`config.mk`:
```
export PLATFORM = sky130hd
export DESIGN_NAME = iaf_flags
export DESIGN_NICKNAME = d
export VERILOG_FILES = /design/src/hdl/iaf_pkg.sv /design/src/hdl/iaf_flags.sv
export SDC_FILE = /design/constraint.sdc
export NUM_CORES = 1
export LEC_CHECK = 0
export ABC_AREA = 0
export BUFFER_PORTS_ARGS = -buffer_cell sky130_fd_sc_hd__buf_4
export CAP_MARGIN = 20
export CORE_ASPECT_RATIO = 1.25
export CORE_UTILIZATION = 33
export CTS_CLUSTER_SIZE = 8
export DETAILED_ROUTE_END_ITERATION = 7
export PLACE_DENSITY = 0.56
export SKIP_CTS_REPAIR_TIMING = 1
export SYNTH_ARGS = -nofsm -noshare
export SYNTH_HDL_FRONTEND = slang
export SYNTH_SLANG_ARGS = --single-unit
```
`constraint.sdc`:
```
create_clock -name core_clk_i -period 2.15 [get_ports core_clk_i]
set_clock_uncertainty 0.05 [all_clocks]
set_input_delay 0.215 -clock core_clk_i [delete_from_list [all_inputs] [get_ports core_clk_i]]
set_output_delay 0.215 -clock core_clk_i [all_outputs]
set_load 0.01 [all_outputs]
```
`src/hdl/iaf_pkg.sv`:
```
// Constants for the address and arbitration status flag block
`default_nettype none

package iaf_pkg;

  // Register bus geometry
  localparam int unsigned IAF_ADDR_W = 4;
  localparam int unsigned IAF_DATA_W = 8;

  // Register offsets
  localparam logic [3:0] IAF_OFS_STATUS   = 4'h0; // bus_status_flags
  localparam logic [3:0] IAF_OFS_OWN_ADDR = 4'h1; // own_slave_addr_reg
  localparam logic [3:0] IAF_OFS_SEC_ADDR = 4'h2; // second_slave_addr_reg
  localparam logic [3:0] IAF_OFS_DATA     = 4'h3; // bus_data_reg
  localparam logic [3:0] IAF_OFS_IRQ_STAT = 4'h4; // Sticky event bits
  localparam logic [3:0] IAF_OFS_IRQ_MASK = 4'h5; // Event enables

  // Field positions in bus_status_flags
  localparam int unsigned IAF_BIT_CX  = 5; // continuous_xfer_irq_flag
  localparam int unsigned IAF_BIT_SEC = 4; // second_addr_match_flag
  localparam int unsigned IAF_BIT_AL  = 3; // arbitration_lost_flag
  localparam int unsigned IAF_BIT_OWN = 2; // own_addr_match_flag
  localparam int unsigned IAF_BIT_GC  = 1; // general_call_flag

  // Field positions in the address registers
  localparam int unsigned IAF_BIT_FMT = 0; // Format select bit
  localparam int unsigned IAF_ADR_LSB = 1; // Address bit0 position

  // Field positions in the interrupt status and mask registers
  localparam int unsigned IAF_EV_W    = 6;
  localparam int unsigned IAF_EV_STOP = 0; // Stop condition seen

  // Reset values
  localparam logic [7:0] IAF_RST_STATUS = 8'h00;
  localparam logic [7:0] IAF_RST_ADDR   = 8'h00;
  localparam logic [5:0] IAF_RST_MASK   = 6'h00;

  // General call frame value and frame length
  localparam logic [7:0] IAF_GEN_CALL   = 8'h00;
  localparam logic [3:0] IAF_FRAME_BITS = 4'h8;

endpackage

`default_nettype wire

```
`src/hdl/iaf_flags.sv`:
```
// Address match and arbitration-lost status flags of a two-wire bus port
//
// The address-and-strobe port and the address map were decided locally.
`default_nettype none

module iaf_flags
  import iaf_pkg::*;
(
  // Clock and reset
  input  wire logic                  core_clk_i,
  input  wire logic                  rstn_i,
  // Register port
  input  wire logic [IAF_ADDR_W-1:0] reg_addr_i,
  input  wire logic [IAF_DATA_W-1:0] reg_wdata_i,
  input  wire logic                  reg_wr_i,
  input  wire logic                  reg_rd_i,
  output logic      [IAF_DATA_W-1:0] reg_rdata_o,
  // Bus pins, asynchronous
  input  wire logic                  scl_i,
  input  wire logic                  sda_i,
  // Controller state, same clock
  input  wire logic                  master_mode_i,
  input  wire logic                  transmit_mode_i,
  input  wire logic                  sda_drive_i,
  input  wire logic                  start_request_i,
  input  wire logic                  tx_data_empty_i,
  input  wire logic                  rx_data_full_i,
  // Outputs
  output logic      [7:0]            bus_status_flags_o,
  output logic                       irq_o
);

  // Widths the decode and flag layout rely on, refused at elaboration
  if (IAF_DATA_W != 8 || IAF_ADDR_W < 3) begin : g_geom_chk
    $error("iaf_flags: unsupported bus geometry");
  end

  // Pin synchronisers; stage one feeds only stage two
  logic scl_m_reg, scl_s_reg, scl_q_reg;
  logic sda_m_reg, sda_s_reg, sda_q_reg;

  // Frame receiver state
  logic [7:0]  frame_reg;        // Shifted-in bits
  logic [3:0]  bit_cnt_reg;      // Bits taken since start
  logic        first_frame_reg;  // Awaiting the address frame
  logic        start_pend_reg;   // Start requested, line not yet low
  logic        master_q_reg;     // Previous master mode
  logic        tx_empty_q_reg;   // Previous transmit-empty level
  logic        rx_full_q_reg;    // Previous receive-full level

  // Software registers and flags
  logic [7:0]  own_addr_reg;     // own_slave_addr_reg
  logic [7:0]  sec_addr_reg;     // second_slave_addr_reg
  logic [7:0]  flags_reg;        // bus_status_flags
  logic [7:0]  armed_reg;        // Flags read as one since last set
  logic [5:0]  irq_stat_reg;     // Sticky events
  logic [5:0]  irq_mask_reg;     // Event enables
  logic [7:0]  flags_next;
  logic [7:0]  armed_next;
  logic [5:0]  irq_stat_next;

  // Decode of a register address
  function automatic logic hit(input logic [IAF_ADDR_W-1:0] a,
                               input logic [3:0] ofs);
    hit = (a == IAF_ADDR_W'(ofs));
  endfunction

  // Register strobes
  wire wr_status = reg_wr_i & hit(reg_addr_i, IAF_OFS_STATUS);
  wire rd_status = reg_rd_i & hit(reg_addr_i, IAF_OFS_STATUS);
  wire wr_own    = reg_wr_i & hit(reg_addr_i, IAF_OFS_OWN_ADDR);
  wire wr_sec    = reg_wr_i & hit(reg_addr_i, IAF_OFS_SEC_ADDR);
  wire wr_data   = reg_wr_i & hit(reg_addr_i, IAF_OFS_DATA);
  wire rd_data   = reg_rd_i & hit(reg_addr_i, IAF_OFS_DATA);
  wire wr_istat  = reg_wr_i & hit(reg_addr_i, IAF_OFS_IRQ_STAT);
  wire wr_imask  = reg_wr_i & hit(reg_addr_i, IAF_OFS_IRQ_MASK);

  // Line events seen by the core clock, and master mode entry
  wire scl_rise  = scl_s_reg & ~scl_q_reg;
  wire start_det = scl_s_reg & scl_q_reg & ~sda_s_reg & sda_q_reg;
  wire stop_det  = scl_s_reg & scl_q_reg & sda_s_reg & ~sda_q_reg;
  wire master_in = master_mode_i & ~master_q_reg;

  // Address frame complete in slave receive mode
  wire [7:0] frame_full = {frame_reg[6:0], sda_s_reg};
  wire frame_done = first_frame_reg & scl_rise &
                    (bit_cnt_reg == IAF_FRAME_BITS - 4'h1);
  wire slave_rx   = ~master_mode_i & ~transmit_mode_i;
  wire addr_eval  = frame_done & slave_rx;
  wire fs         = own_addr_reg[IAF_BIT_FMT];
  wire second_format_select        = sec_addr_reg[IAF_BIT_FMT];
  wire is_gc      = (frame_full == IAF_GEN_CALL);
  wire own_hit    = (frame_full[7:1] == own_addr_reg[7:IAF_ADR_LSB]);
  wire sec_hit    = (frame_full[7:1] == sec_addr_reg[7:IAF_ADR_LSB]);

  // Set conditions of each flag
  wire set_sec = addr_eval & ~second_format_select & sec_hit & ~is_gc;
  wire set_own = addr_eval & ~fs & (own_hit | is_gc);
  wire set_gc  = addr_eval & (~fs | ~second_format_select) & is_gc;
  wire al_bit  = master_mode_i & transmit_mode_i & scl_rise &
                 (sda_drive_i != sda_s_reg);
  wire al_start = start_pend_reg & sda_drive_i & ~sda_s_reg;
  wire set_al  = al_bit | al_start;
  wire data_rise = (tx_data_empty_i & ~tx_empty_q_reg) |
                   (rx_data_full_i & ~rx_full_q_reg);
  wire set_cx  = data_rise &
                 (master_mode_i | flags_reg[IAF_BIT_SEC]);

  // Data register access that clears the arbitration, own address and general call flags
  wire data_clr = (wr_data & transmit_mode_i) |
                  (rd_data & ~transmit_mode_i);

  // Software clear: written zero on a bit that was read as one
  wire [7:0] sw_clr = {8{wr_status}} & ~reg_wdata_i & armed_reg;

  // Hardware set vector in flag layout
  wire [7:0] hw_set;
  assign hw_set[IAF_BIT_CX]  = set_cx;
  assign hw_set[IAF_BIT_SEC] = set_sec;
  assign hw_set[IAF_BIT_AL]  = set_al;
  assign hw_set[IAF_BIT_OWN] = set_own;
  assign hw_set[IAF_BIT_GC]  = set_gc;
  assign hw_set[7:6]         = 2'h0;
  assign hw_set[0]           = 1'b0;

  // Hardware clear vector in flag layout
  wire [7:0] hw_clr;
  assign hw_clr[IAF_BIT_CX]  = 1'b0;
  assign hw_clr[IAF_BIT_SEC] = start_det | master_in;
  assign hw_clr[IAF_BIT_AL]  = data_clr;
  assign hw_clr[IAF_BIT_OWN] = data_clr | master_in;
  assign hw_clr[IAF_BIT_GC]  = data_clr | master_in;
  assign hw_clr[7:6]         = 2'h0;
  assign hw_clr[0]           = 1'b0;

  // Flag update; set wins over every clear
  always_comb begin
    flags_next = (flags_reg & ~(sw_clr | hw_clr)) | hw_set;
    armed_next = armed_reg & ~(sw_clr | hw_clr | hw_set);
    if (rd_status) begin
      armed_next = armed_next | (flags_reg & ~hw_set);
    end
  end

  // Event vector for the sticky interrupt status
  wire [5:0] events = {set_cx, set_sec, set_al, set_own, set_gc,
                       stop_det};

  // Interrupt status: events set, written ones clear, set wins
  always_comb begin
    irq_stat_next = irq_stat_reg;
    if (wr_istat) begin
      irq_stat_next = irq_stat_next & ~reg_wdata_i[5:0];
    end
    irq_stat_next = irq_stat_next | events;
  end

  // Read data selection
  wire [7:0] rd_mux =
    hit(reg_addr_i, IAF_OFS_STATUS)   ? flags_reg :
    hit(reg_addr_i, IAF_OFS_OWN_ADDR) ? own_addr_reg :
    hit(reg_addr_i, IAF_OFS_SEC_ADDR) ? sec_addr_reg :
    hit(reg_addr_i, IAF_OFS_DATA)     ? frame_reg :
    hit(reg_addr_i, IAF_OFS_IRQ_STAT) ? {2'h0, irq_stat_reg} :
    hit(reg_addr_i, IAF_OFS_IRQ_MASK) ? {2'h0, irq_mask_reg} :
    8'h00;

  // Two-flop synchronisers and edge history for the pins
  always_ff @(posedge core_clk_i) begin
    if (!rstn_i) begin
      {scl_m_reg, scl_s_reg, scl_q_reg} <= 3'h7;
      {sda_m_reg, sda_s_reg, sda_q_reg} <= 3'h7;
    end else begin
      {scl_m_reg, scl_s_reg, scl_q_reg} <= {scl_i, scl_m_reg, scl_s_reg};
      {sda_m_reg, sda_s_reg, sda_q_reg} <= {sda_i, sda_m_reg, sda_s_reg};
    end
  end

  // Address frame shifter: armed by start, closed after eight bits
  always_ff @(posedge core_clk_i) begin
    if (!rstn_i) begin
      frame_reg       <= 8'h00;
      bit_cnt_reg     <= 4'h0;
      first_frame_reg <= 1'b0;
    end else if (start_det) begin
      bit_cnt_reg     <= 4'h0;
      first_frame_reg <= 1'b1;
    end else if (stop_det || frame_done) begin
      if (frame_done) begin
        frame_reg <= frame_full;
      end
      first_frame_reg <= 1'b0;
    end else if (first_frame_reg && scl_rise) begin
      frame_reg   <= frame_full;
      bit_cnt_reg <= bit_cnt_reg + 4'h1;
    end
  end

  // Start request window: open until either side pulls the line low or master mode ends
  always_ff @(posedge core_clk_i) begin
    if (!rstn_i) begin
      start_pend_reg <= 1'b0;
    end else if (start_request_i && master_mode_i && transmit_mode_i) begin
      start_pend_reg <= 1'b1;
    end else if (!sda_drive_i || al_start || !master_mode_i) begin
      start_pend_reg <= 1'b0;
    end
  end

  // Level history for rising-edge detection of same-clock inputs
  always_ff @(posedge core_clk_i) begin
    if (!rstn_i) begin
      master_q_reg   <= 1'b0;
      tx_empty_q_reg <= 1'b0;
      rx_full_q_reg  <= 1'b0;
    end else begin
      master_q_reg   <= master_mode_i;
      tx_empty_q_reg <= tx_data_empty_i;
      rx_full_q_reg  <= rx_data_full_i;
    end
  end

  // Address, format and interrupt mask registers written by software
  always_ff @(posedge core_clk_i) begin
    if (!rstn_i) begin
      own_addr_reg <= IAF_RST_ADDR;
      sec_addr_reg <= IAF_RST_ADDR;
      irq_mask_reg <= IAF_RST_MASK;
    end else begin
      if (wr_own) begin
        own_addr_reg <= reg_wdata_i;
      end
      if (wr_sec) begin
        sec_addr_reg <= reg_wdata_i;
      end
      if (wr_imask) begin
        irq_mask_reg <= reg_wdata_i[5:0];
      end
    end
  end

  // Flags, arming bits and interrupt status
  always_ff @(posedge core_clk_i) begin
    if (!rstn_i) begin
      flags_reg    <= IAF_RST_STATUS;
      armed_reg    <= 8'h00;
      irq_stat_reg <= 6'h00;
    end else begin
      flags_reg    <= flags_next;
      armed_reg    <= armed_next;
      irq_stat_reg <= irq_stat_next;
    end
  end

  // Registered outputs: read data, flag copy, interrupt level
  always_ff @(posedge core_clk_i) begin
    if (!rstn_i) begin
      reg_rdata_o        <= 8'h00;
      bus_status_flags_o <= IAF_RST_STATUS;
      irq_o              <= 1'b0;
    end else begin
      reg_rdata_o        <= reg_rd_i ? rd_mux : 8'h00;
      bus_status_flags_o <= flags_next;
      irq_o              <= |(irq_stat_next & irq_mask_reg);
    end
  end

  // Assertions guarding the flag behaviour
  property p_sec_set;
    @(posedge core_clk_i) disable iff (!rstn_i)
      set_sec |=> flags_reg[IAF_BIT_SEC];
  endproperty
  a_sec_set: assert property (p_sec_set)
    else $error("second address flag not set on match");

  property p_sec_cmp;
    @(posedge core_clk_i) disable iff (!rstn_i)
      addr_eval && !second_format_select && !is_gc &&
      frame_full[7:1] == sec_addr_reg[7:1] |=> flags_reg[IAF_BIT_SEC];
  endproperty
  a_sec_cmp: assert property (p_sec_cmp)
    else $error("second address compare missed");

  property p_sw_clear;
    @(posedge core_clk_i) disable iff (!rstn_i)
      wr_status && !reg_wdata_i[IAF_BIT_AL] && armed_reg[IAF_BIT_AL] &&
      !set_al |=> !flags_reg[IAF_BIT_AL];
  endproperty
  a_sw_clear: assert property (p_sw_clear)
    else $error("arbitration flag not cleared by zero");

  property p_sec_start_clr;
    @(posedge core_clk_i) disable iff (!rstn_i)
      (start_det || master_in) && !set_sec |=> !flags_reg[IAF_BIT_SEC];
  endproperty
  a_sec_start_clr: assert property (p_sec_start_clr)
    else $error("second address flag survived start");

  property p_al_bit;
    @(posedge core_clk_i) disable iff (!rstn_i)
      master_mode_i && transmit_mode_i && scl_rise &&
      sda_drive_i && !sda_s_reg |=> flags_reg[IAF_BIT_AL];
  endproperty
  a_al_bit: assert property (p_al_bit)
    else $error("arbitration loss not flagged");

  property p_data_clr;
    @(posedge core_clk_i) disable iff (!rstn_i)
      rd_data && !transmit_mode_i && !set_own && !set_gc |=>
      !flags_reg[IAF_BIT_OWN] && !flags_reg[IAF_BIT_GC];
  endproperty
  a_data_clr: assert property (p_data_clr)
    else $error("data read did not clear flags");

  property p_fmt_one;
    @(posedge core_clk_i) disable iff (!rstn_i)
      addr_eval && fs && !second_format_select && is_gc |=>
      flags_reg[IAF_BIT_GC] && $stable(flags_reg[IAF_BIT_OWN]);
  endproperty
  a_fmt_one: assert property (p_fmt_one)
    else $error("general call handling with primary format one");

  property p_write_one;
    @(posedge core_clk_i) disable iff (!rstn_i)
      wr_status && reg_wdata_i[IAF_BIT_GC] && !data_clr && !master_in &&
      flags_reg[IAF_BIT_GC] |=> flags_reg[IAF_BIT_GC];
  endproperty
  a_write_one: assert property (p_write_one)
    else $error("written one changed a flag");

  property p_cx;
    @(posedge core_clk_i) disable iff (!rstn_i)
      flags_reg[IAF_BIT_SEC] &&
      ($rose(rx_data_full_i) || $rose(tx_data_empty_i)) |=>
      flags_reg[IAF_BIT_CX] ##1 (irq_o || !irq_mask_reg[IAF_BIT_CX]);
  endproperty
  a_cx: assert property (p_cx)
    else $error("continuous transfer flag not raised");

  property p_own_master;
    @(posedge core_clk_i) disable iff (!rstn_i)
      master_in |=> !flags_reg[IAF_BIT_OWN];
  endproperty
  a_own_master: assert property (p_own_master)
    else $error("own address flag survived master entry");

  // Coverage of the main scenarios
  c_own: cover property (@(posedge core_clk_i) disable iff (!rstn_i)
    set_own ##[1:50] data_clr);
  c_al_start: cover property (@(posedge core_clk_i) disable iff (!rstn_i)
    al_start);
  c_gc: cover property (@(posedge core_clk_i) disable iff (!rstn_i)
    set_gc && !set_own);
  c_sec_cx: cover property (@(posedge core_clk_i) disable iff (!rstn_i)
    set_sec ##[1:400] set_cx);

endmodule

`default_nettype wire

```
==> After elaboration in Yosys (flattened, before gate mapping) <==
Cells that the tools add are included.
{ "op_classes": {"addsub": 1, "bitwise": 75, "muxes": 15, "n_eq_ne": 10, "n_reduce_logical": 18} }
{ "op_table": {"columns": ["operator", "count"], "rows": [
  ["8-bit two-way mux", 8],
  ["8-bit bitwise AND", 5],
  ["1-bit bitwise AND", 36],
  ["8-bit NOT", 3],
  ["6-bit two-way mux", 3],
  ["8-bit by 6-bit bitwise OR with 8-bit output", 2],
  ["7-bit equality test", 2],
  ["1-bit NOT", 14],
  ["6-bit bitwise AND", 2],
  ["4-bit by 3-bit equality test with 1-bit output, second input constant", 3],
  ["4-bit by 2-bit equality test with 1-bit output, second input constant", 2],
  ["8-bit zero test", 1],
  ["6-bit NOT with 8-bit output", 1],
  ["1-bit bitwise OR", 8],
  ["8-bit by 5-bit bitwise OR with 8-bit output", 1],
  ["8-bit bitwise OR", 1],
  ["6-bit NOT", 1],
  ["6-bit bitwise OR", 1],
  ["2-bit nonzero test", 3],
  ["6-bit OR reduction", 1],
  ["4-bit by 1-bit adder with 4-bit output, second input constant", 1],
  ["4-bit by 1-bit equality test with 1-bit output, second input constant", 1],
  ["4-bit zero test", 1],
  ["1-bit two-way mux", 4],
  ["8 further kinds", 14]
]} }
{ "totals": {"output_inout_bits": 17, "inputBits": 24, "word_cells": 140, "reg_bits": 76} }

==> Logic depth before layout (Yosys ltp) <==
{ "depth": {"ltp_word": 13, "mapped_depth": 7, "depth_no_buf": 6} }

==> Worst setup path after synthesis <==
OpenSTA, ideal clock, no wires.
{ "synth_timing": {"path_kind": "register to register", "startpoint": "reg frame_reg[0]", "endpoint": "reg irq_o", "path_slack_ns": 0.290, "setup_ns": 0.134, "t_arrival_ns": 1.676, "n_path_buf": 0, "required_ns": 1.966, "stages_incl_launch_ff": 6, "path_cell_list": "dfxtp_1 -> or4_1 -> nor2_2 -> or4_4 -> a21oi_2 -> or4b_1"} }
{ "synth_between": {"elab_chain_len": 6, "elab_cells_between_ends": 12} }
{ "synth_lines": {"columns": ["element", "line", "rtl"], "rows": [
  ["start, declared", "iaf_flags.sv:43", "logic [7:0] frame_reg;"],
  ["start signal, assigned", "iaf_flags.sv:190", "frame_reg <= frame_full;"],
  ["start signal, assigned", "iaf_flags.sv:194", "frame_reg <= frame_full;"],
  ["7-bit equality test (tied with other cells)", "iaf_flags.sv:93", "wire own_hit = (frame_full[7:1] == own_addr_reg[7:IAF_ADR_LSB]);"],
  ["1-bit bitwise OR (tied with other cells)", "iaf_flags.sv:98", "wire set_own = addr_eval & ~fs & (own_hit | is_gc);"],
  ["1-bit bitwise AND, on equally long branches", "iaf_flags.sv:98, iaf_flags.sv:97", null],
  ["6-bit bitwise OR (*)", "iaf_flags.sv:155", "irq_stat_next = irq_stat_next | events;"],
  ["6-bit bitwise AND (*)", "iaf_flags.sv:264", "irq_o <= |(irq_stat_next & irq_mask_reg);"],
  ["6-bit OR reduction (*)", "iaf_flags.sv:264", null],
  ["end signal, assigned", "iaf_flags.sv:264", null],
  ["end, declared", "iaf_flags.sv:30", "output logic irq_o"]
]} }
Every way passes the cells marked *; elsewhere a longest branch is shown, timed or not.
A chain may end at the register's enable or synchronous reset.

==> Final worst setup path <==
{ "layout_timing": {"startpoint": "reg frame_reg[4]", "endpoint": "reg bus_status_flags_o[4]"} }
{ "layout_between": {"elab_chain_len": 4, "elab_cells_between_ends": 6} }
{ "layout_lines": {"columns": ["element", "line", "rtl"], "rows": [
  ["7-bit equality test or 8-bit zero test (tied branches)", "iaf_flags.sv:94, iaf_flags.sv:92", null],
  ["1-bit bitwise AND or 1-bit NOT (tied branches)", "iaf_flags.sv:97", "wire set_sec = addr_eval & ~second_format_select & sec_hit & ~is_gc;"],
  ["1-bit bitwise AND (*)", "iaf_flags.sv:97", null],
  ["8-bit by 6-bit bitwise OR with 8-bit output (*)", "iaf_flags.sv:138", "flags_next = (flags_reg & ~(sw_clr | hw_clr)) | hw_set;"],
  ["end signal, assigned", "iaf_flags.sv:263", "bus_status_flags_o <= flags_next;"],
  ["end, declared", "iaf_flags.sv:29", "output logic [7:0] bus_status_flags_o,"]
]} }
Marks and branches as above.

==> flow_metrics.py <==
metrics = {
    "status": {
        "status": "completed",
    },
    "power_and_ir_drop": {
        "leakage_uw": 0.00179,
        "power_uw": 3400,
        "power_density_mw_per_mm2": 764,
        "ir_drop_v": 0.000404,
    },
    "worst_setup_path": {
        "crit_required_ns": 2.35,
        "endpoint_kind": "flip-flop",
        "r2r_start": "frame_reg[4]$_SDFFE_PN0P_",
        "path_depth": 4,
        "worst-setup-path-type": "reg -> reg",
        "r2r_cells": 4,
        "start_kind": "flip-flop",
        "crit_buf_inv": 0,
        "worstPathMaxFanout": 6,
        "rr_endpoint": "bus_status_flags_o[4]$_SDFF_PN0_",
        "cp_data_arrival_time_ns": 2.17,
        "cpPeakStageDelay_ns": 0.56,
        "crit_start": "frame_reg[4]$_SDFFE_PN0P_",
        "worstSetupEndpoint": "bus_status_flags_o[4]$_SDFF_PN0_",
        "crit_slowest_cell": "or4_4",
        "rrSetupSlack_ns": 0.18,
        "cp_top_family": "simple AND/OR/NAND/NOR gates",
        "crit_chain": "xor2_1 > or4_1 > or4_4 > a21boi_0",
    },
    "global_route": {
        "track_usage_pct": 18.8,
        "grt_overflow": 0,
        "grt_max_degree": 27,
        "grt_pass1_vias": 2952,
        "antenna_found_initial": 0,
        "grt_pass1_wl_mm": 15.7,
    },
    "place": {
        "dp_hpwl_mm": 7.55,
        "port_buffers": 40,
        "placed_area_mm2": 0.00411,
        "gp_congestion": 0.916,
    },
    "logic_synthesis": {
        "synth_area_leaders": "dfxtp_1, mux2i_1, nor2b_1, nand2_1, a21boi_0",
        "synth_area_per_cell_um2": 9.41,
        "synthArstFlopShare_pct": 0,
        "synth_seq_cells": 76,
        "synth.largest_area_cell": "dfxtp_1",
        "synth-main-ff-cell": "dfxtp_1",
        "syn_area_mm2": 0.00356,
        "synth_cell_types": 54,
        "yosys_warnings": 0,
        "synth_nets": 403,
        "syn_inst": 378,
        "yosysSeqAreaShare_pct": 42.8,
        "synth_top_area_share_pct": 42.8,
        "synth_edf_count": 0,
    },
    "sta": {
        "setup_tns_ns": 0,
        "worstMarginPinSlew_ns": 0.456,
        "drv_slew": 0,
        "hold_viol_final": 0,
        "slew_headroom_pct": 69.3,
        "period_share_pct": 91.6,
        "final.min_clock_period_ns": 1.97,
        "setup_viol": 0,
        "rsz0062_at_grt": "false",
        "max_freq_mhz": 508,
    },
    "die": {
        "die_w_um": 94.8,
        "num_rows": 42,
        "coreArea_mm2": 0.0106,
        "die_area_mm2": 0.0112,
        "dieHeight_um": 118,
        "start_util_pct": 33.7,
        "io_pins": 41,
    },
    "cts": {
        "cts_buffers": 9,
        "cts_tree": "built",
        "clk-insertion-delay-late_ns": 0.34,
        "clk_pin_slew_ns": 0.06,
        "cts_buffer_depth": 2,
        "clockRootBuffer": "clkbuf_16",
        "cts.sinks": 76,
        "htreeDepth": 3,
    },
    "routing": {
        "wirelength_mm": 9.83,
        "wl_per_cell_um": 17.2,
        "postRouteAntennaNets": 0,
        "num_vias": 2940,
        "drtIter0Drc": 146,
        "dr.pass1.iters": 4,
        "viasPerCell": 5.16,
        "drc": 0,
    },
    "layout": {
        "fin_nets": 458,
        "drive_above_1_share_pct": 21.9,
        "areaGrowthSynthToFinish_pct": 25.2,
        "diodes": 0,
        "design_area_mm2": 0.00445,
    },
    "flow_run": {
        "drv_cap": 0,
    },
    "hold_path": {
        "min_path_type": "in -> reg",
    },
}
==> cells in the mapped netlist (3+ instances only) <==
cell      number
nand3_1        5
nand2b_1       9
inv_1          8
o21ai_0        9
dfxtp_1       76
nand2_1       30
xnor2_1        8
nand4_1        4
a21oi_1       20
a21boi_0      14
mux2i_1       41
and2_1         6
nor4_1         3
a211oi_1       6
clkbuf_1       8
and3_1         3
xor2_1         9
nor2_1        17
mux2_2         7
o211ai_1       5
nor2b_1       34
nand3b_1       3
buf_2         10
==> cells in the final DEF (no fill, tap or decap), types with 4 or more instances in the layout <==
cell	instances
dfxtp_1	76
buf_4	63
mux2i_1	41
nor2b_1	34
nand2_1	30
a21oi_1	20
nor2_1	17
a21boi_0	14
o21ai_0	9
nand2b_1	9
xor2_1	9
clkbuf_16	9
xnor2_1	8
inv_1	8
mux2_2	7
and2_1	6
a211oi_1	6
o211ai_1	5
nand3_1	5
nand4_1	4
==> layer usage <==
layer,part of all wire (%),vias to the layer above,GRT usage (%)
met2,50,84,30.9
met3,5.2,20,2.97
li1,-,1450,-
met1,42,1386,23.0
met4,3.5,0,10.6
met5,0,-,0
==> kinds of logic after synthesis <==
family          count (synthesis)  synth area share (%)
simple gates                  133                  21.3
compound gates                 76                  14.5
flops                          76                  42.8
mux                            48                  13.8
buf+inv                        27                  3.20
xor+xnor                       17                  4.19
fa+ha+maj                       1                 0.352
==> stage by stage <==
stage / setup WS (ns) / cells / utilization (%) / hold slack [ns]
after floorplan: 0.290 / 378 / - / 0.266
after global placement: 0.229 / 554 / 38.9 / 0.344
after detailed placement: 0.175 / 554 / 38.9 / 0.346
after CTS: 0.151 / 570 / 42.1 / 0.00112
after global routing: 0.0868 / 570 / 42.1 / 0.00789
final: 0.181 / 570 / 42.1 / 0.00438
==> where the power goes <==
| part | switching, uW | internal (uW) | total (uW) |
|---|---|---|---|
| sequential | 14.3 | 1430 | 1440 |
| clock | 602 | 1130 | 1730 |
| combinational | 125 | 104 | 228 |
==> layout make-up <==
class | count | area, um^2
Fill cell | 1017 | 6110
Tap cell | 132 | 165
Clock buffer | 9 | 225
Inverter | 8 | 30.0
Multi-Input combinational cell | 275 | 1920
Clock inverter | 7 | 115
Sequential cell | 76 | 1520
Timing Repair Buffer | 63 | 473
==> worst register-to-register path, stage by stage (launching register included) <==
cell	delay [ns]
dfxtp_1	0.45
xor2_1	0.11
or4_1	0.51
or4_4	0.56
a21boi_0	0.21
==> worst min path at each step <==
stage / start / end / slack [ns] / cells after the start
finish: scl_i / scl_m_reg$_SDFF_PN1_ / 0.004 / 2
global route: scl_i / scl_m_reg$_SDFF_PN1_ / 0.008 / 2
CTS: scl_i / scl_m_reg$_SDFF_PN1_ / 0.001 / 2
detailed placement: scl_m_reg$_SDFF_PN1_ / scl_s_reg$_SDFF_PN1_ / 0.35 / 1
global placement: scl_m_reg$_SDFF_PN1_ / scl_s_reg$_SDFF_PN1_ / 0.34 / 1
floorplan: scl_i / scl_m_reg$_SDFF_PN1_ / 0.27 / 1
Note: power is estimated with default switching activity, not from simulation.
